===== config.mk =====
export PLATFORM = sky130hd
export DESIGN_NAME = ilpc_ctrl
export DESIGN_NICKNAME = d
export VERILOG_FILES = /design/src/ilpc_ctrl.v
export VERILOG_INCLUDE_DIRS = /design/src
export SDC_FILE = /design/constraint.sdc
export NUM_CORES = 1
export LEC_CHECK = 0
export BUFFER_PORTS_ARGS = -buffer_cell sky130_fd_sc_hd__buf_4
export CAP_MARGIN = 20
export CORE_ASPECT_RATIO = 0.7
export CORE_UTILIZATION = 45
export CTS_CLUSTER_DIAMETER = 120
export CTS_CLUSTER_SIZE = 28
export DETAILED_ROUTE_END_ITERATION = 10
export MAX_ROUTING_LAYER = met4
export PLACE_DENSITY_LB_ADDON = 0.15
export SLEW_MARGIN = 20
export SYNTH_ARGS = -nofsm -noshare
export SYNTH_HDL_FRONTEND = slang
export SYNTH_SLANG_ARGS = --single-unit

===== constraint.sdc =====
create_clock -name clk_sys -period 4.1 [get_ports clk_sys]
set_input_delay 0.205 -clock clk_sys [delete_from_list [all_inputs] [get_ports clk_sys]]
set_output_delay 0.205 -clock clk_sys [all_outputs]
set_load 0.02 [all_outputs]

===== src/ilpc_defs.vh =====
// constants for the indicator, link-status and power-down control block
// included by ilpc_ctrl.v; holds definitions only
`ifndef ILPC_DEFS_VH
`define ILPC_DEFS_VH

// ----------------------------------------------------------------------------
// register offsets (word index on the plain register port)
// ----------------------------------------------------------------------------
`define ILPC_ADDR_W 4
`define ILPC_OFS_CONTROL 4'h0
`define ILPC_OFS_POLARITY 4'h1
`define ILPC_OFS_PRI_TIME 4'h2
`define ILPC_OFS_SEC_TIME 4'h3
`define ILPC_OFS_PIN_MUX 4'h4
`define ILPC_OFS_POWER 4'h5

// ----------------------------------------------------------------------------
// indicator_control fields and reset value
// ----------------------------------------------------------------------------
`define ILPC_CTL_PRI_EN 0
`define ILPC_CTL_PRI_MODE 1
`define ILPC_CTL_PRI_FN 5:2
`define ILPC_CTL_SEC_EN 8
`define ILPC_CTL_SEC_MODE 9
`define ILPC_CTL_SEC_FN 13:10
`define ILPC_CTL_MASK 16'h3F3F
// primary on, mode 1, fn_link_and_activity; secondary off, mode 1, fn_activity_only
`define ILPC_CTL_RESET 16'h0401

// ----------------------------------------------------------------------------
// polarity, blink time, pin mux and power fields
// ----------------------------------------------------------------------------
`define ILPC_POL_PRI 1:0
`define ILPC_POL_SEC 3:2
`define ILPC_POL_AUTO 2'h0
`define ILPC_POL_HIGH 2'h1
`define ILPC_POL_LOW 2'h2
`define ILPC_TIME_OFF 7:0
`define ILPC_TIME_ON 15:8
`define ILPC_TIME_RESET 16'h1010
`define ILPC_MUX_SEC_SEL 0
`define ILPC_MUX_LINK_POL 1
`define ILPC_PWR_REQ 0
`define ILPC_PWR_RDY 1
`define ILPC_PWR_LINK 2
`define ILPC_PWR_SENSE_PRI 3
`define ILPC_PWR_SENSE_SEC 4
`define ILPC_PWR_STRAP 5

// ----------------------------------------------------------------------------
// indicator function codes
// ----------------------------------------------------------------------------
`define ILPC_FN_LINK_AND_ACTIVITY 4'h0
`define ILPC_FN_ACTIVITY_ONLY 4'h1
`define ILPC_FN_LINK_ONLY 4'h2
`define ILPC_FN_ALWAYS_ON 4'h3
`define ILPC_FN_ALWAYS_OFF 4'h4
`define ILPC_FN_BLINK_ALWAYS 4'h7
`define ILPC_FN_BLINK_ON_LINK 4'h8
`define ILPC_FN_BLINK_NO_LINK 4'h9
`define ILPC_FN_BLINK_ON_ACT 4'hA

// ----------------------------------------------------------------------------
// timing
// ----------------------------------------------------------------------------
`define ILPC_CLK_NS 10
`define ILPC_BLINK_UNIT_NS 1000000
`define ILPC_STRAP_WAIT 3'h4
`define ILPC_ACT_WIN_LOG2 8

`endif


===== src/ilpc_ctrl.v =====
// indicator outputs, link-up output and power-down control of the MAC-PHY
// assumes one 100 MHz clock, synchronous active-low reset, pins outside tristated by oe
//
// Summary of operation
// - primary indicator on, secondary off after reset
// - secondary pin driven only when mux enables
// - function codes 7-10 unavailable in mode 2
// - blink mode defaults to mode 1
// - default functions link+activity and activity only
// - polarity auto, high or low; auto default
// - autosense samples pin level at reset
// - active high drives high, active low sinks
// - mode 1 uses programmed on/off times
// - mode 2 duty follows measured activity
// - link output follows negotiated link-up flag
// - link output active high, polarity bit selectable
// - reset held low: everything tristated, inaccessible
// - soft power-down from strap or control bit
// - ready bit shows soft power-down state
// - soft power-down ignores line, registers accessible
// - clearing request leaves power-down, starts negotiation
// - unstrapped device brings link up alone
// - straps are two-level, latched at reset end
// - strap 0 powers down, 1 stays active
`timescale 1ns/100ps
`default_nettype none
`include "ilpc_defs.vh"

module ilpc_ctrl #(
  parameter integer BLINK_UNIT_CYCLES = `ILPC_BLINK_UNIT_NS / `ILPC_CLK_NS
) (
  // clock and reset
  input wire clk_sys,
  input wire rst_n,
  // register port
  input wire [`ILPC_ADDR_W-1:0] regAddr,
  input wire [15:0] regWrData,
  input wire regWr,
  input wire regRd,
  output reg [15:0] regRdData,
  // link state from the PHY core, same clock
  input wire negotiatedLinkUp,
  input wire txActivity,
  input wire rxActivity,
  // to the PHY core
  output reg softPowerdown,
  output reg negotiationStart,
  // configuration strap pin
  input wire softPowerdownStrap,
  // primary indicator pin
  input wire indicatorPrimaryIn,
  output reg indicatorPrimaryOut,
  output reg indicatorPrimaryOe,
  // secondary indicator pin
  input wire indicatorSecondaryIn,
  output reg indicatorSecondaryOut,
  output reg indicatorSecondaryOe,
  // link status pin
  output reg linkUpOut,
  output reg linkUpOe
);

  // ----------------------------------------------------------------------------
  // helpers
  // ----------------------------------------------------------------------------
  // a pin that reads high at reset has its load pulled up, so it must sink to light
  function activeLow;
    input [1:0] pol;
    input sensed;
    begin
      case (pol)
        `ILPC_POL_HIGH: activeLow = 1'b0;
        `ILPC_POL_LOW: activeLow = 1'b1;
        default: activeLow = sensed;
      endcase
    end
  endfunction

  // logical on/off state of one indicator
  function indOn;
    input [3:0] fn;
    input mode2;
    input link;
    input act;
    input phase;
    begin
      if (mode2 && fn >= `ILPC_FN_BLINK_ALWAYS && fn <= `ILPC_FN_BLINK_ON_ACT) begin
        indOn = 1'b0;
      end else begin
        case (fn)
          `ILPC_FN_LINK_AND_ACTIVITY: indOn = link & (~act | phase);
          `ILPC_FN_ACTIVITY_ONLY: indOn = act & phase;
          `ILPC_FN_LINK_ONLY: indOn = link;
          `ILPC_FN_ALWAYS_ON: indOn = 1'b1;
          `ILPC_FN_BLINK_ALWAYS: indOn = phase;
          `ILPC_FN_BLINK_ON_LINK: indOn = link & phase;
          `ILPC_FN_BLINK_NO_LINK: indOn = ~link & phase;
          `ILPC_FN_BLINK_ON_ACT: indOn = act & phase;
          default: indOn = 1'b0;
        endcase
      end
    end
  endfunction

  // ----------------------------------------------------------------------------
  // pin synchronisers: three stages, a change counts once stages two and three agree
  // ----------------------------------------------------------------------------
  reg [2:0] strapSync_reg;
  reg [2:0] priSync_reg;
  reg [2:0] secSync_reg;
  reg strapLvl_reg;
  reg priLvl_reg;
  reg secLvl_reg;

  always @(posedge clk_sys) begin
    if (!rst_n) begin
      strapSync_reg <= 3'h0;
      priSync_reg <= 3'h0;
      secSync_reg <= 3'h0;
      strapLvl_reg <= 1'b0;
      priLvl_reg <= 1'b0;
      secLvl_reg <= 1'b0;
    end else begin
      strapSync_reg <= {strapSync_reg[1:0], softPowerdownStrap};
      priSync_reg <= {priSync_reg[1:0], indicatorPrimaryIn};
      secSync_reg <= {secSync_reg[1:0], indicatorSecondaryIn};
      if (strapSync_reg[1] == strapSync_reg[2]) begin
        strapLvl_reg <= strapSync_reg[2];
      end
      if (priSync_reg[1] == priSync_reg[2]) begin
        priLvl_reg <= priSync_reg[2];
      end
      if (secSync_reg[1] == secSync_reg[2]) begin
        secLvl_reg <= secSync_reg[2];
      end
    end
  end

  // ----------------------------------------------------------------------------
  // start-up: pins stay tristated until straps and sense levels are latched
  // ----------------------------------------------------------------------------
  reg [2:0] startCnt_reg;
  reg started_reg;
  reg strapVal_reg;
  reg senseHighPri_reg;
  reg senseHighSec_reg;
  wire latchNow;

  assign latchNow = ~started_reg && (startCnt_reg == `ILPC_STRAP_WAIT);

  always @(posedge clk_sys) begin
    if (!rst_n) begin
      startCnt_reg <= 3'h0;
      started_reg <= 1'b0;
      strapVal_reg <= 1'b0;
      senseHighPri_reg <= 1'b0;
      senseHighSec_reg <= 1'b0;
    end else if (!started_reg) begin
      startCnt_reg <= startCnt_reg + 3'h1;
      if (latchNow) begin
        started_reg <= 1'b1;
        strapVal_reg <= strapLvl_reg;
        senseHighPri_reg <= priLvl_reg;
        senseHighSec_reg <= secLvl_reg;
      end
    end
  end

  // ----------------------------------------------------------------------------
  // registers
  // ----------------------------------------------------------------------------
  reg [15:0] control_reg;
  reg [3:0] polarity_reg;
  reg [15:0] priTime_reg;
  reg [15:0] secTime_reg;
  reg [1:0] pinMux_reg;
  reg softPdReq_reg;
  wire [3:0] priFn;
  wire [3:0] secFn;

  assign priFn = control_reg[`ILPC_CTL_PRI_FN];
  assign secFn = control_reg[`ILPC_CTL_SEC_FN];

  always @(posedge clk_sys) begin
    if (!rst_n) begin
      control_reg <= `ILPC_CTL_RESET;
      polarity_reg <= {`ILPC_POL_AUTO, `ILPC_POL_AUTO};
      priTime_reg <= `ILPC_TIME_RESET;
      secTime_reg <= `ILPC_TIME_RESET;
      pinMux_reg <= 2'h0;
      softPdReq_reg <= 1'b0;
    end else begin
      if (latchNow) begin
        softPdReq_reg <= ~strapLvl_reg;
      end else if (regWr && regAddr == `ILPC_OFS_POWER) begin
        softPdReq_reg <= regWrData[`ILPC_PWR_REQ];
      end
      if (regWr) begin
        case (regAddr)
          `ILPC_OFS_CONTROL: control_reg <= regWrData & `ILPC_CTL_MASK;
          `ILPC_OFS_POLARITY: polarity_reg <= regWrData[3:0];
          `ILPC_OFS_PRI_TIME: priTime_reg <= regWrData;
          `ILPC_OFS_SEC_TIME: secTime_reg <= regWrData;
          `ILPC_OFS_PIN_MUX: pinMux_reg <= regWrData[1:0];
          default: ;
        endcase
      end
    end
  end

  // read data stand in the cycle after the strobe only
  always @(posedge clk_sys) begin
    if (!rst_n) begin
      regRdData <= 16'h0000;
    end else if (regRd) begin
      case (regAddr)
        `ILPC_OFS_CONTROL: regRdData <= control_reg;
        `ILPC_OFS_POLARITY: regRdData <= {12'h000, polarity_reg};
        `ILPC_OFS_PRI_TIME: regRdData <= priTime_reg;
        `ILPC_OFS_SEC_TIME: regRdData <= secTime_reg;
        `ILPC_OFS_PIN_MUX: regRdData <= {14'h0, pinMux_reg};
        `ILPC_OFS_POWER: regRdData <= {10'h000, strapVal_reg, senseHighSec_reg, senseHighPri_reg,
                                       negotiatedLinkUp, softPowerdown, softPdReq_reg};
        default: regRdData <= 16'h0000;
      endcase
    end else begin
      regRdData <= 16'h0000;
    end
  end

  // ----------------------------------------------------------------------------
  // power-down control
  // ----------------------------------------------------------------------------
  // the line side is held quiet until the straps are known, so no link comes up early
  always @(posedge clk_sys) begin
    if (!rst_n) begin
      softPowerdown <= 1'b1;
      negotiationStart <= 1'b0;
    end else begin
      softPowerdown <= ~started_reg | softPdReq_reg;
      // leaving power-down, strapped or by software, kicks off negotiation
      negotiationStart <= started_reg & softPowerdown & ~softPdReq_reg;
    end
  end

  // ----------------------------------------------------------------------------
  // activity measurement for mode 2 and recent-activity flag
  // ----------------------------------------------------------------------------
  reg [31:0] unitCnt_reg;
  reg [`ILPC_ACT_WIN_LOG2-1:0] winCnt_reg;
  reg [`ILPC_ACT_WIN_LOG2-1:0] actCnt_reg;
  reg [3:0] actLevel_reg;
  reg actSeen_reg;
  reg actRecent_reg;
  wire unitTick;
  wire lineAct;

  // activity is only counted while the line is live
  assign lineAct = (txActivity | rxActivity) & ~softPowerdown;
  assign unitTick = (unitCnt_reg == BLINK_UNIT_CYCLES - 1);

  always @(posedge clk_sys) begin
    if (!rst_n) begin
      unitCnt_reg <= 32'h0;
      winCnt_reg <= {`ILPC_ACT_WIN_LOG2{1'b0}};
      actCnt_reg <= {`ILPC_ACT_WIN_LOG2{1'b0}};
      actLevel_reg <= 4'h0;
      actSeen_reg <= 1'b0;
      actRecent_reg <= 1'b0;
    end else begin
      unitCnt_reg <= unitTick ? 32'h0 : unitCnt_reg + 32'h1;
      if (unitTick) begin
        // sampling once a unit keeps the counter small; actSeen_reg holds short bursts until the tick
        winCnt_reg <= winCnt_reg + 1'b1;
        actRecent_reg <= actSeen_reg | lineAct;
        actSeen_reg <= 1'b0;
        if (&winCnt_reg) begin
          actLevel_reg <= actCnt_reg[`ILPC_ACT_WIN_LOG2-1 -: 4];
          actCnt_reg <= {`ILPC_ACT_WIN_LOG2{1'b0}};
        end else if (actSeen_reg | lineAct) begin
          actCnt_reg <= actCnt_reg + 1'b1;
        end
      end else if (lineAct) begin
        actSeen_reg <= 1'b1;
      end
    end
  end

  // ----------------------------------------------------------------------------
  // blink phase generators
  // ----------------------------------------------------------------------------
  reg [7:0] priPhaseCnt_reg;
  reg priPhase_reg;
  reg [7:0] secPhaseCnt_reg;
  reg secPhase_reg;
  reg [7:0] priLen;
  reg [7:0] secLen;

  always @* begin
    if (control_reg[`ILPC_CTL_PRI_MODE]) begin
      priLen = priPhase_reg ? {4'h0, actLevel_reg} : {4'h0, ~actLevel_reg};
    end else begin
      priLen = priPhase_reg ? priTime_reg[`ILPC_TIME_ON] : priTime_reg[`ILPC_TIME_OFF];
    end
    if (control_reg[`ILPC_CTL_SEC_MODE]) begin
      secLen = secPhase_reg ? {4'h0, actLevel_reg} : {4'h0, ~actLevel_reg};
    end else begin
      secLen = secPhase_reg ? secTime_reg[`ILPC_TIME_ON] : secTime_reg[`ILPC_TIME_OFF];
    end
  end

  // a length of zero still lasts one unit
  always @(posedge clk_sys) begin
    if (!rst_n) begin
      priPhaseCnt_reg <= 8'h00;
      priPhase_reg <= 1'b1;
      secPhaseCnt_reg <= 8'h00;
      secPhase_reg <= 1'b1;
    end else if (unitTick) begin
      if (priPhaseCnt_reg >= priLen) begin
        priPhaseCnt_reg <= 8'h00;
        priPhase_reg <= ~priPhase_reg;
      end else begin
        priPhaseCnt_reg <= priPhaseCnt_reg + 8'h01;
      end
      if (secPhaseCnt_reg >= secLen) begin
        secPhaseCnt_reg <= 8'h00;
        secPhase_reg <= ~secPhase_reg;
      end else begin
        secPhaseCnt_reg <= secPhaseCnt_reg + 8'h01;
      end
    end
  end

  // ----------------------------------------------------------------------------
  // pin drivers
  // ----------------------------------------------------------------------------
  wire linkLive;
  wire priOn;
  wire secOn;

  assign linkLive = negotiatedLinkUp & ~softPowerdown;
  assign priOn = indOn(priFn, control_reg[`ILPC_CTL_PRI_MODE], linkLive, actRecent_reg, priPhase_reg);
  assign secOn = indOn(secFn, control_reg[`ILPC_CTL_SEC_MODE], linkLive, actRecent_reg, secPhase_reg);

  // reset values keep every pin tristated while rst_n is held low
  always @(posedge clk_sys) begin
    if (!rst_n) begin
      indicatorPrimaryOut <= 1'b0;
      indicatorPrimaryOe <= 1'b0;
      indicatorSecondaryOut <= 1'b0;
      indicatorSecondaryOe <= 1'b0;
      linkUpOut <= 1'b0;
      linkUpOe <= 1'b0;
    end else begin
      indicatorPrimaryOut <= priOn ^ activeLow(polarity_reg[`ILPC_POL_PRI], senseHighPri_reg);
      indicatorPrimaryOe <= started_reg & control_reg[`ILPC_CTL_PRI_EN];
      indicatorSecondaryOut <= secOn ^ activeLow(polarity_reg[`ILPC_POL_SEC], senseHighSec_reg);
      indicatorSecondaryOe <= started_reg & control_reg[`ILPC_CTL_SEC_EN] & pinMux_reg[`ILPC_MUX_SEC_SEL];
      linkUpOut <= linkLive ^ pinMux_reg[`ILPC_MUX_LINK_POL];
      linkUpOe <= started_reg;
    end
  end

endmodule // ilpc_ctrl

`default_nettype wire


==> results of run 1 <==
## timing repair
action                                 CTS  global route
gates resized for setup                  0             0
hold buffers                             5             0
endpoints found under the hold margin    7             0
setup buffers                            0             0
## per-stage QoR
stage	cells	worst slack, ps	power (W)	utilization, %	hold WS [ps]
global placement	1177	1250	0.00184	50.1	414
floorplan	949	1670	0.00178	-	329
finish	1214	1140	0.00339	53.9	17.5
global route	1214	899	0.00351	53.9	2.18
detailed placement	1177	1170	0.00184	50.1	424
CTS	1214	1150	0.00342	53.9	0.266
## placed cells by master, fill, tap and decap left out, types with 23 or more instances in the layout
cell type and instances:
sky130_fd_sc_hd__nor4_1 31, sky130_fd_sc_hd__dfxtp_1 166, sky130_fd_sc_hd__o21ai_0 23, sky130_fd_sc_hd__ha_1 25
sky130_fd_sc_hd__buf_4 62, sky130_fd_sc_hd__a21oi_1 69, sky130_fd_sc_hd__nand3_1 34, sky130_fd_sc_hd__nor2_1 77
sky130_fd_sc_hd__xnor2_1 32, sky130_fd_sc_hd__nand2_1 167
## how the worst max path moves through the flow
| stage | from | endpoint | slack (ps) | cells after the start |
|---|---|---|---|---|
| 3_5_place_dp | unitCnt_reg[13] | unitCnt_reg[11] | 1170 | 6 |
| 3_3_place_gp | unitCnt_reg[13] | unitCnt_reg[15] | 1250 | 6 |
| 2_1_floorplan | secPhase_reg | secPhase_reg | 1670 | 10 |
| 6_report | unitCnt_reg[9] | unitCnt_reg[9] | 1140 | 6 |
| 5_1_grt | unitCnt_reg[13] | unitCnt_reg[9] | 900 | 6 |
| 4_1_cts | unitCnt_reg[13] | unitCnt_reg[9] | 1150 | 6 |
## routing by layer
| layer | vias up | track usage (%) | routed length [µm] |
|---|---|---|---|
| met5 | - | - | 0 |
| met4 | 0 | 6.79 | 220 |
| met3 | 21 | 6.43 | 1610 |
| met2 | 227 | 30.7 | 7760 |
| met1 | 3214 | 35.6 | 10400 |
| li1 | 3407 | - | - |
## power by group through the flow
stage	Combinational [W]	Sequential, W	Clock (W)
floorplan	0.0000919	0.00168	0
global placement	0.000152	0.00169	0
detailed placement	0.000152	0.00169	0
CTS	0.000157	0.00165	0.00161
global route	0.000174	0.00166	0.00168
finish	0.000159	0.00165	0.00158
## critical path, stage by stage, from the launching register on
cell and delay, ps:
sky130_fd_sc_hd__dfxtp_1 410, sky130_fd_sc_hd__nand2_1 130, sky130_fd_sc_hd__or4_1 770, sky130_fd_sc_hd__or3_1 820
sky130_fd_sc_hd__nand2_1 230, sky130_fd_sc_hd__buf_4 350, sky130_fd_sc_hd__nor2_1 100
## area by class of cell
| type | instances | area (µm²) |
|---|---|---|
| Fill cell | 1554 | 7670 |
| Timing Repair Buffer | 67 | 515 |
| Inverter | 16 | 60.1 |
| Tap cell | 225 | 282 |
| Sequential cell | 166 | 3320 |
| Clock inverter | 15 | 164 |
| Multi-Input combinational cell | 708 | 4200 |
| Clock buffer | 17 | 425 |
## kinds of logic after synthesis
kind of cell | synth area share (%)
and+or+nand+nor | 28.2
AOI/OAI and AO/OA | 13.7
DFF | 42.5
buffers and inverters | 3.91
xor gates and xnor gates | 5.04
adders and majority gates | 4.00
muxes | 2.61
==> run_results.csv, run 1 <==
group,metric,value,unit
logic_synthesis,netlist.top_cell.by_area,"sky130_fd_sc_hd__dfxtp_1",
layout,final_cell_area,8970,µm²
worst_setup_path,worst_r2r_endpoint,"unitCnt_reg[9]",
logic_synthesis,synth.cell_area,7820,µm²
floorplanning,floorplan.initialDensity,47.0,%
sta,timing.setup.tns,0,ps
power_and_ir_drop,cellPowerDensity,378,nW/µm²
routing,detailedRoute.firstPassIterationCount,6,
grt,grt_start_max_net_pins,50,
power_and_ir_drop,pwr-share-seq,48.7,%
floorplanning,row_count,39,
sta,final_max_slew_viol_count,0,
placed_design,hpwl,13.7,mm
logic_synthesis,synth.lib_cells_used.distinct,63,
logic_synthesis,post_synth_most_frequent_cells,"sky130_fd_sc_hd__nand2_1 (167), sky130_fd_sc_hd__dfxtp_1 (166), sky130_fd_sc_hd__nor2_1 (77), sky130_fd_sc_hd__a21oi_1 (69), sky130_fd_sc_hd__clkbuf_1 (49)",
floorplanning,boundaryPins,54,
worst_setup_path,regToRegStartpoint,"unitCnt_reg[9]",
worst_setup_path,required_worst_endpoint,4410,ps
layout,insertedDiodeCount,0,
worst_setup_path,critical_path.startpoint_type,"flop",
clock_network,htree_levels,4,
sta,ratio_of_final_minimum_period_to_clock_period,72.2,%
routing,finalWirelength,20.0,mm
power_and_ir_drop,netSwitchingFraction,26.0,%
grt,grt_overflow_total,0,
routing,drt_drc_violations_left,0,
logic_synthesis,ranking_of_synthesized_cells_by_area,"sky130_fd_sc_hd__dfxtp_1 (43%), sky130_fd_sc_hd__nand2_1 (8.0%), sky130_fd_sc_hd__a21oi_1 (4.4%), sky130_fd_sc_hd__ha_1 (4.0%), sky130_fd_sc_hd__nor2_1 (3.7%)",
clock_network,cts.clk_slew.worst_paths,80,ps
sta,max_slew.worst_pin.slew,1040,ps
hold_path,min_path_type,"in2reg",
grt,first_global_vias,6192,
clock_network,max_buffers_root_to_sink,2,
power_and_ir_drop,vdd.ir_drop.worst,0.192,mV
power_and_ir_drop,share_comb_of_total_power,4.7,%
sta,fin_clk_skew,13.9,ps
grt,initial_antenna_violation_count,0,
worst_setup_path,ff2ff_setup_slack,1140,ps
placed_design,place_area,8330,µm²
grt,global_route_wire_length_before_repair,32.9,mm
sta,report.final.hold_viol_count,0,
layout,number_of_flip_flops_under_the_largest_register_name,32,
grt,grt_usage,23.9,%
worst_setup_path,critPathArrivalTime,3270,ps
logic_synthesis,synth_most_common_cell,"sky130_fd_sc_hd__nand2_1",
placed_design,buffer_ports.inserted,53,
logic_synthesis,ys_async_sr_fraction,0,%
hold_path,worstHoldEndpoint,"priTime_reg[15]",
sta,final-setup-viol-count,0,
power_and_ir_drop,leakage,3.30,nW
power_and_ir_drop,net-switching-power,0.000883,W
floorplanning,core_region_area,16600,µm²
logic_synthesis,synth_area_per_cell,8.24,µm²
logic_synthesis,syn-num-nets,1004,
clock_network,clock_tree_from_tritoncts,"done",
sta,worst_slew_margin_rel,30.6,%
layout,layout-drive-gt1-share,11.7,%
logic_synthesis,synth-main-ff-cell,"sky130_fd_sc_hd__dfxtp_1",
worst_setup_path,timing_worst_setup_path_type,"reg2reg",
run,max_cap_viols,0,
floorplanning,chipHeight,112,µm
routing,route.detailed.vias_per_inst,5.66,
sta,grt_setup_unrepaired,"false",
sta,maxClockFrequency,338,MHz
floorplanning,dieWidth,160,µm
placed_design,routabilityCongestion,0.876,
layout,final_nets,1031,
power_and_ir_drop,p_int,0.00251,W
sta,layout_min_cycle_time,2960,ps
routing,postRouteAntennaNets,0,
clock_network,cts_inserted_buffers,17,
logic_synthesis,ys.warnings.count,0,
layout,area_overhead_of_the_layout_relative_to_synthesis,14.8,%
hold_path,holdPathStages,3,
clock_network,clkLatencyLatePin,440,ps
worst_setup_path,peak_fanout_along_the_critical_path,30,
logic_synthesis,synth_enable_flop_cells,0,
worst_setup_path,worstSetupEndpointType,"flop",
logic_synthesis,postSynthRegisterBits,166,
routing,routed-via-count,6869,
routing,final_routed_wire_length_divided_by_cell_count,16.5,µm
hold_path,hold_path.startpoint,"regWrData[15]",
logic_synthesis,syn_inst,949,
logic_synthesis,synth.yosys.seq_area_share,42.5,%
power_and_ir_drop,clock_power_share,46.6,%
clock_network,clock_sink_count,166,
routing,drt_iter0_markers,705,
clock_network,cts_root_buffer,"sky130_fd_sc_hd__clkbuf_16",
status,outcome,"complete, no violations",
logic_synthesis,synth_largest_type_area_fraction,42.5,%
floorplanning,die_area,17900,µm²
worst_setup_path,reg2reg_depth,6,
No activity file was read; power rests on OpenSTA's default activity.
==> run 2: changes to the inputs <==
--- a/config.mk
+++ b/config.mk
@@ -6,6 +6,7 @@
 export SDC_FILE = /design/constraint.sdc
 export NUM_CORES = 1
 export LEC_CHECK = 0
+export ABC_AREA = 1
 export BUFFER_PORTS_ARGS = -buffer_cell sky130_fd_sc_hd__buf_4
 export CAP_MARGIN = 20
 export CORE_ASPECT_RATIO = 0.7
==> constraint.sdc (replaced) <==
create_clock -name clk_sys -period 3.07 [get_ports clk_sys]
set_input_delay 0.1535 -clock clk_sys [delete_from_list [all_inputs] [get_ports clk_sys]]
set_output_delay 0.1535 -clock clk_sys [all_outputs]
set_load 0.02 [all_outputs]
==> run 2 against run 1 <==
Non-clock buffer count up 11. Cell area up 4.8%. Total power rose by 38%. Clock power rose by 41%. Maximum frequency grew 23%. Sequential power grew 34%. Clock skew hardly changed. Synthesized cell count is 17% higher. Combinational power up 63%. Hold slack got worse by 9.5 ps. Via count increased by 7.9%.
==> run_results.csv, run 2 <==
group,metric,value,unit
status,outcome,"complete, no violations",
layout,insertedDiodeCount,0,
sta,max_slew.worst_pin.slew,781,ps
sta,fin_clk_skew,14.0,ps
clock_network,ctsResizeCount,0,
power_and_ir_drop,leakage,3.78,nW
worst_setup_path,regToRegStartpoint,"secPhase_reg",
logic_synthesis,synth_area_per_cell,7.24,µm²
layout,stdcell_count,1417,
run,max_cap_viols,0,
worst_setup_path,critical_path.startpoint_type,"flop",
routing,drt_iter0_markers,799,
layout,number_of_flip_flops_under_the_largest_register_name,32,
routing,drt_drc_violations_left,0,
clock_network,htree_levels,4,
worst_setup_path,worstSetupEndpointType,"flop",
grt,first_global_vias,6453,
sta,grt_setup_unrepaired,"false",
worst_setup_path,path_cells,"inv_1 > o21ai_0 > a21oi_1 > a21oi_1 > ha_1 > a21oi_1 > o21ai_0 > nand2_1 > nand3_1 > inv_1 > nand3_1 > a21oi_1",
routing,routed-via-count,7413,
logic_synthesis,synth.yosys.seq_area_share,41.3,%
power_and_ir_drop,net-switching-power,0.00123,W
layout,layout-drive-gt1-share,11.2,%
logic_synthesis,synth.cell_area,8040,µm²
grt,grt_overflow_total,0,
sta,worst_slew_margin_rel,47.9,%
hold_path,holdPathStages,3,
floorplanning,die_area,18400,µm²
grt,gr-max-usage-layer,"met1",
routing,detailedRoute.firstPassIterationCount,5,
layout,multi_input_area,4020,µm²
logic_synthesis,ranking_of_synthesized_cells_by_area,"sky130_fd_sc_hd__dfxtp_1 (41%), sky130_fd_sc_hd__nand2_1 (9.2%), sky130_fd_sc_hd__a21oi_1 (7.8%), sky130_fd_sc_hd__inv_1 (6.5%), sky130_fd_sc_hd__o21ai_0 (6.0%)",
placed_design,buffer_ports.inserted,53,
logic_synthesis,ys.warnings.count,0,
grt,met2_track_demand_over_resource,31.6,%
logic_synthesis,synth-main-ff-cell,"sky130_fd_sc_hd__dfxtp_1",
layout,final_nets,1228,
hold_path,min_path_type,"in2reg",
routing,route.detailed.vias_per_inst,5.23,
worst_setup_path,peak_fanout_along_the_critical_path,13,
worst_setup_path,timing_worst_setup_path_type,"reg2reg",
grt,groute.layer.met3.usage,5.13,%
layout,final_core_utilization,54.3,%
power_and_ir_drop,p_int,0.00346,W
grt,initial_antenna_violation_count,0,
clock_network,cts.clk_slew.worst_paths,70,ps
routing,final_routed_wire_length_divided_by_cell_count,15.2,µm
sta,timing.setup.tns,0,ps
clock_network,clkLatencyLatePin,440,ps
floorplanning,core_region_area,17300,µm²
routing,postRouteAntennaNets,0,
power_and_ir_drop,vdd.ir_drop.worst,0.326,mV
power_and_ir_drop,cellPowerDensity,499,nW/µm²
layout,most_common_library_cell_in_the_layout_ignoring_fill_and_taps,"sky130_fd_sc_hd__nand2_1",
worst_setup_path,critPathArrivalTime,2770,ps
hold_path,hold_path.startpoint,"regWrData[14]",
floorplanning,row_count,40,
power_and_ir_drop,share_comb_of_total_power,5.5,%
grt,grt_start_max_net_pins,45,
clock_network,max_buffers_root_to_sink,2,
placed_design,numPlacedInstances,1372,
worst_setup_path,required_worst_endpoint,3440,ps
sta,report.final.hold_viol_count,0,
logic_synthesis,synth.lib_cells_used.distinct,43,
clock_network,cts_root_buffer,"sky130_fd_sc_hd__clkbuf_16",
layout,area_overhead_of_the_layout_relative_to_synthesis,16.9,%
clock_network,cts_inserted_buffers,17,
power_and_ir_drop,pwr-share-seq,47.2,%
layout,reg_area,3320,µm²
sta,ratio_of_final_minimum_period_to_clock_period,78.1,%
sta,final_max_slew_viol_count,0,
worst_setup_path,ff2ff_setup_slack,670,ps
logic_synthesis,syn-num-nets,1165,
layout,most_frequent_cells_in_the_layout,"sky130_fd_sc_hd__nand2_1 (197), sky130_fd_sc_hd__dfxtp_1 (166), sky130_fd_sc_hd__inv_1 (140)",
logic_synthesis,syn_inst,1110,
worst_setup_path,critPathMaxStageDelay,580,ps
logic_synthesis,netlist.top_cell.by_area,"sky130_fd_sc_hd__dfxtp_1",
placed_design,hpwl,15.6,mm
floorplanning,boundaryPins,54,
grt,grtUsageMet1,38.6,%
clock_network,clock_sink_count,166,
worst_setup_path,critical-path-top-cell-by-count,"sky130_fd_sc_hd__a21oi_1",
grt,global_route_wire_length_before_repair,34.6,mm
worst_setup_path,worst_r2r_endpoint,"secPhaseCnt_reg[6]",
logic_synthesis,synth_enable_flop_cells,0,
logic_synthesis,synth_most_common_cell,"sky130_fd_sc_hd__nand2_1",
clock_network,clock_tree_from_tritoncts,"done",
logic_synthesis,synth_largest_type_area_fraction,41.3,%
hold_path,worstHoldEndpoint,"priTime_reg[14]",
worst_setup_path,reg2reg_depth,12,
sta,layout_min_cycle_time,2400,ps
worst_setup_path,critical-path-slowest-cell,"sky130_fd_sc_hd__dfxtp_1",
floorplanning,dieWidth,162,µm
power_and_ir_drop,netSwitchingFraction,26.3,%
power_and_ir_drop,clock_power_share,47.3,%
floorplanning,floorplan.initialDensity,46.4,%
routing,finalWirelength,21.6,mm
placed_design,routabilityCongestion,0.888,
sta,maxClockFrequency,417,MHz
floorplanning,chipHeight,114,µm
sta,final-setup-viol-count,0,
logic_synthesis,postSynthRegisterBits,166,
layout,fillCellCount,1744,
logic_synthesis,ys_async_sr_fraction,0,%
grt,grt_usage,24.9,%
logic_synthesis,post_synth_most_frequent_cells,"sky130_fd_sc_hd__nand2_1 (197), sky130_fd_sc_hd__dfxtp_1 (166), sky130_fd_sc_hd__inv_1 (140), sky130_fd_sc_hd__a21oi_1 (125), sky130_fd_sc_hd__nor2_1 (106)",
==> run 2: area by class of cell <==
cell class                 count  area share (%)
timing repair buffer          78            6.57
sequential                   166            35.3
multi-input combinational    766            42.8
clock buffer                  17            4.52
inverter                     144            5.76
tap                          231            3.07
clock inverter                15            1.96
==> run 2: power groups by stage <==
stage | sequential [W] | combinational [W] | clock, W
6_report | 0.00221 | 0.000259 | 0.00222
5_1_grt | 0.00222 | 0.000290 | 0.00236
4_1_cts | 0.00221 | 0.000257 | 0.00225
3_5_place_dp | 0.00226 | 0.000242 | 0
3_3_place_gp | 0.00226 | 0.000240 | 0
2_1_floorplan | 0.00226 | 0.000140 | 0
==> run 2: kinds of logic after synthesis <==
group | share of synthesized area (%)
simple gates | 25.4
compound gates | 16.9
buf+inv | 8.65
flops | 41.3
xor+xnor | 3.70
fa+ha+maj | 3.89
mux | 0.140
==> run 2: how the worst max path moves through the flow <==
stage | to | startpoint | slack, ps
global route | secPhaseCnt_reg[6] | secPhase_reg | 250
detailed placement | secPhaseCnt_reg[6] | secPhase_reg | 690
floorplan | priPhase_reg | priPhase_reg | 900
CTS | secPhaseCnt_reg[6] | secPhase_reg | 670
finish | secPhaseCnt_reg[6] | secPhase_reg | 670
global placement | secPhaseCnt_reg[6] | secPhase_reg | 710
==> run 2: critical path: cells and delay by family (launching register included) <==
kind / cells / cell delay, ps
AOI/OAI and AO/OA: 6 / 760
adders and majority gates: 1 / 260
buffers and inverters: 2 / 410
DFF: 1 / 580
and+or+nand+nor: 3 / 320
==> run 2: metal layers <==
layer | up-vias | routed length, µm
met5 | - | 0
met4 | 0 | 190
met3 | 20 | 1590
met2 | 220 | 8110
met1 | 3368 | 11700
li1 | 3805 | -
==> run 2: through the flow <==
step	power, W	setup slack, ps	cell area (µm²)	hold WS [ps]
2_1_floorplan	0.00240	903	8040	251
3_3_place_gp	0.00250	706	8660	338
3_5_place_dp	0.00250	693	8660	342
4_1_cts	0.00472	668	9400	0.449
5_1_grt	0.00487	247	9400	19.0
6_report	0.00469	673	9400	7.98
==> run 2: timing repair <==
item	4_1_cts	5_1_grt
hold endpoints to repair	19	0
buffers inserted	0	0
hold buffers	13	0
==> run 3: changes to the inputs <==
==> constraint.sdc (replaced) <==
create_clock -name clk_sys -period 2.3 [get_ports clk_sys]
set_input_delay 0.115 -clock clk_sys [delete_from_list [all_inputs] [get_ports clk_sys]]
set_output_delay 0.115 -clock clk_sys [all_outputs]
set_load 0.02 [all_outputs]
==> run 3 against run 2 <==
Global-route usage rose by 0.40 points. Flip-flop and latch count stayed put. Wire length decreased by 0.19%. Setup slack worse by 530 ps.
==> run_results.csv, run 3 (synthesized netlist as in run 2, its figures left out) <==
group,metric,value,unit
sta,fin_ws,138,ps
sta,final_max_slew_viol_count,0,
power_and_ir_drop,leakage,3.83,nW
grt,global_route_wire_length_before_repair,35.3,mm
floorplanning,core_region_area,17300,µm²
placed_design,hpwl,15.8,mm
routing,finalWirelength,21.5,mm
sta,grt_setup_unrepaired,"false",
sta,maxClockFrequency,463,MHz
placed_design,routabilityCongestion,0.907,
routing,final_routed_wire_length_divided_by_cell_count,15.1,µm
routing,drt_iter0_markers,819,
routing,drt_drc_violations_left,0,
grt,grt_overflow_total,0,
placed_design,worst_setup_timing_slack_at_the_placement_stage,113,ps
layout,final_cell_area,9510,µm²
sta,fin_clk_skew,11.3,ps
layout,number_of_flip_flops_under_the_largest_register_name,32,
placed_design,place_area,8740,µm²
layout,layout-drive-gt1-share,12.0,%
floorplanning,dieWidth,162,µm
worst_setup_path,worstSetupEndpointType,"flop",
sta,final-setup-viol-count,0,
sta,report.final.hold_viol_count,0,
worst_setup_path,critical_path.startpoint_type,"flop",
grt,initial_antenna_violation_count,0,
worst_setup_path,ff2ff_setup_slack,140,ps
worst_setup_path,timing_worst_setup_path_type,"reg2reg",
sta,ratio_of_final_minimum_period_to_clock_period,94.0,%
layout,final_nets,1240,
layout,most_common_library_cell_in_the_layout_ignoring_fill_and_taps,"sky130_fd_sc_hd__nand2_1",
placed_design,buffer_ports.inserted,53,
status,outcome,"complete, no violations",
clock_network,htree_levels,4,
worst_setup_path,worst_r2r_endpoint,"priPhase_reg",
layout,area_overhead_of_the_layout_relative_to_synthesis,18.3,%
floorplanning,floorplan.initialDensity,46.4,%
power_and_ir_drop,total_power,0.00612,W
layout,most_frequent_cells_in_the_layout,"sky130_fd_sc_hd__nand2_1 (197), sky130_fd_sc_hd__dfxtp_1 (164), sky130_fd_sc_hd__inv_1 (139)",
grt,first_global_vias,6748,
worst_setup_path,worstSetupStartpoint,"priPhase_reg",
clock_network,clkLatencyLatePin,440,ps
power_and_ir_drop,vdd.ir_drop.worst,0.445,mV
clock_network,cts_root_buffer,"sky130_fd_sc_hd__clkbuf_16",
floorplanning,row_count,40,
worst_setup_path,regToRegStartpoint,"priPhase_reg",
hold_path,min_path_type,"in2reg",
routing,detailedRoute.firstPassIterationCount,5,
sta,worst_slew_margin_rel,48.8,%
floorplanning,chipHeight,114,µm
worst_setup_path,reg2reg_depth,11,
routing,routed-via-count,7423,
clock_network,cts_inserted_buffers,17,
worst_setup_path,peak_fanout_along_the_critical_path,14,
hold_path,holdPathStages,4,
clock_network,max_buffers_root_to_sink,2,
floorplanning,boundaryPins,54,
routing,route.detailed.vias_per_inst,5.19,
run,max_cap_viols,0,
power_and_ir_drop,cellPowerDensity,644,nW/µm²
layout,insertedDiodeCount,0,
routing,postRouteAntennaNets,0,
sta,max_slew.worst_pin.slew,767,ps
worst_setup_path,required_worst_endpoint,2610,ps
worst_setup_path,critPathArrivalTime,2470,ps
clock_network,clock_sink_count,166,
floorplanning,die_area,18400,µm²
sta,layout_min_cycle_time,2160,ps
grt,grt_start_max_net_pins,40,
clock_network,cts.clk_slew.worst_paths,80,ps
hold_path,hold_path.startpoint,"rst_n",
clock_network,clock_tree_from_tritoncts,"done",
grt,grt_usage,25.3,%
hold_path,worstHoldEndpoint,"control_reg[10]",
sta,timing.setup.tns,0,ps
## run 3: where the power goes
group	leakage [nW]	internal, W	switching (W)
clock network	0.276	0.00145	0.00136
registers	1.34	0.00292	0.0000313
logic	2.21	0.000138	0.000222
## run 3: what timing repair did
item / in CTS / in global routing
setup endpoints to repair: 0 / 18
hold buffers: 18 / 0
resized for setup: 0 / 5
hold endpoints to repair: 40 / 0
buffers inserted: 0 / 0
## run 3: how the worst max path moves through the flow
stage	end	slack, ps	cells after the start
3_5_place_dp	secPhaseCnt_reg[6]	110	12
3_3_place_gp	secPhaseCnt_reg[6]	220	12
4_1_cts	secPhaseCnt_reg[6]	100	12
2_1_floorplan	priPhase_reg	130	14
6_report	priPhase_reg	140	11
5_1_grt	secPhaseCnt_reg[3]	10	12
## run 3: worst max-delay path: stages, from the launching register on
cell,delay [ps]
sky130_fd_sc_hd__dfxtp_1,330
sky130_fd_sc_hd__buf_4,190
sky130_fd_sc_hd__a21oi_1,160
sky130_fd_sc_hd__o21ai_0,100
sky130_fd_sc_hd__ha_1,300
sky130_fd_sc_hd__nand2_1,70
sky130_fd_sc_hd__nor2_1,170
sky130_fd_sc_hd__nand4_1,100
sky130_fd_sc_hd__nand3_1,220
sky130_fd_sc_hd__inv_1,130
sky130_fd_sc_hd__o21ai_0,180
sky130_fd_sc_hd__nand3_1,80
## run 3: metal layers
metal	wire, µm	share of wire (%)	track usage (%)	vias up
met5	0	0	-	-
met4	170	0.79	5.47	0
met3	1800	8.3	6.44	19
met2	8010	37	32.8	235
met1	11500	54	38.2	3344
li1	-	-	-	3825
## run 3: metrics by stage
stage,hold WS [ps],util (%),std cells
CTS,13.0,54.9,1429
floorplan,213,-,1110
global placement,300,50.5,1379
global route,47.4,54.9,1429
finish,26.5,54.9,1429
detailed placement,301,50.5,1379
## run 3: layout make-up
class | count | area (µm²)
clock buffers | 17 | 425
clock inverters | 15 | 155
fillers | 1675 | 7810
inverters | 144 | 542
multi-input cells | 766 | 4030
flip-flops and latches | 166 | 3330
well taps | 231 | 289
repair buffers | 90 | 746
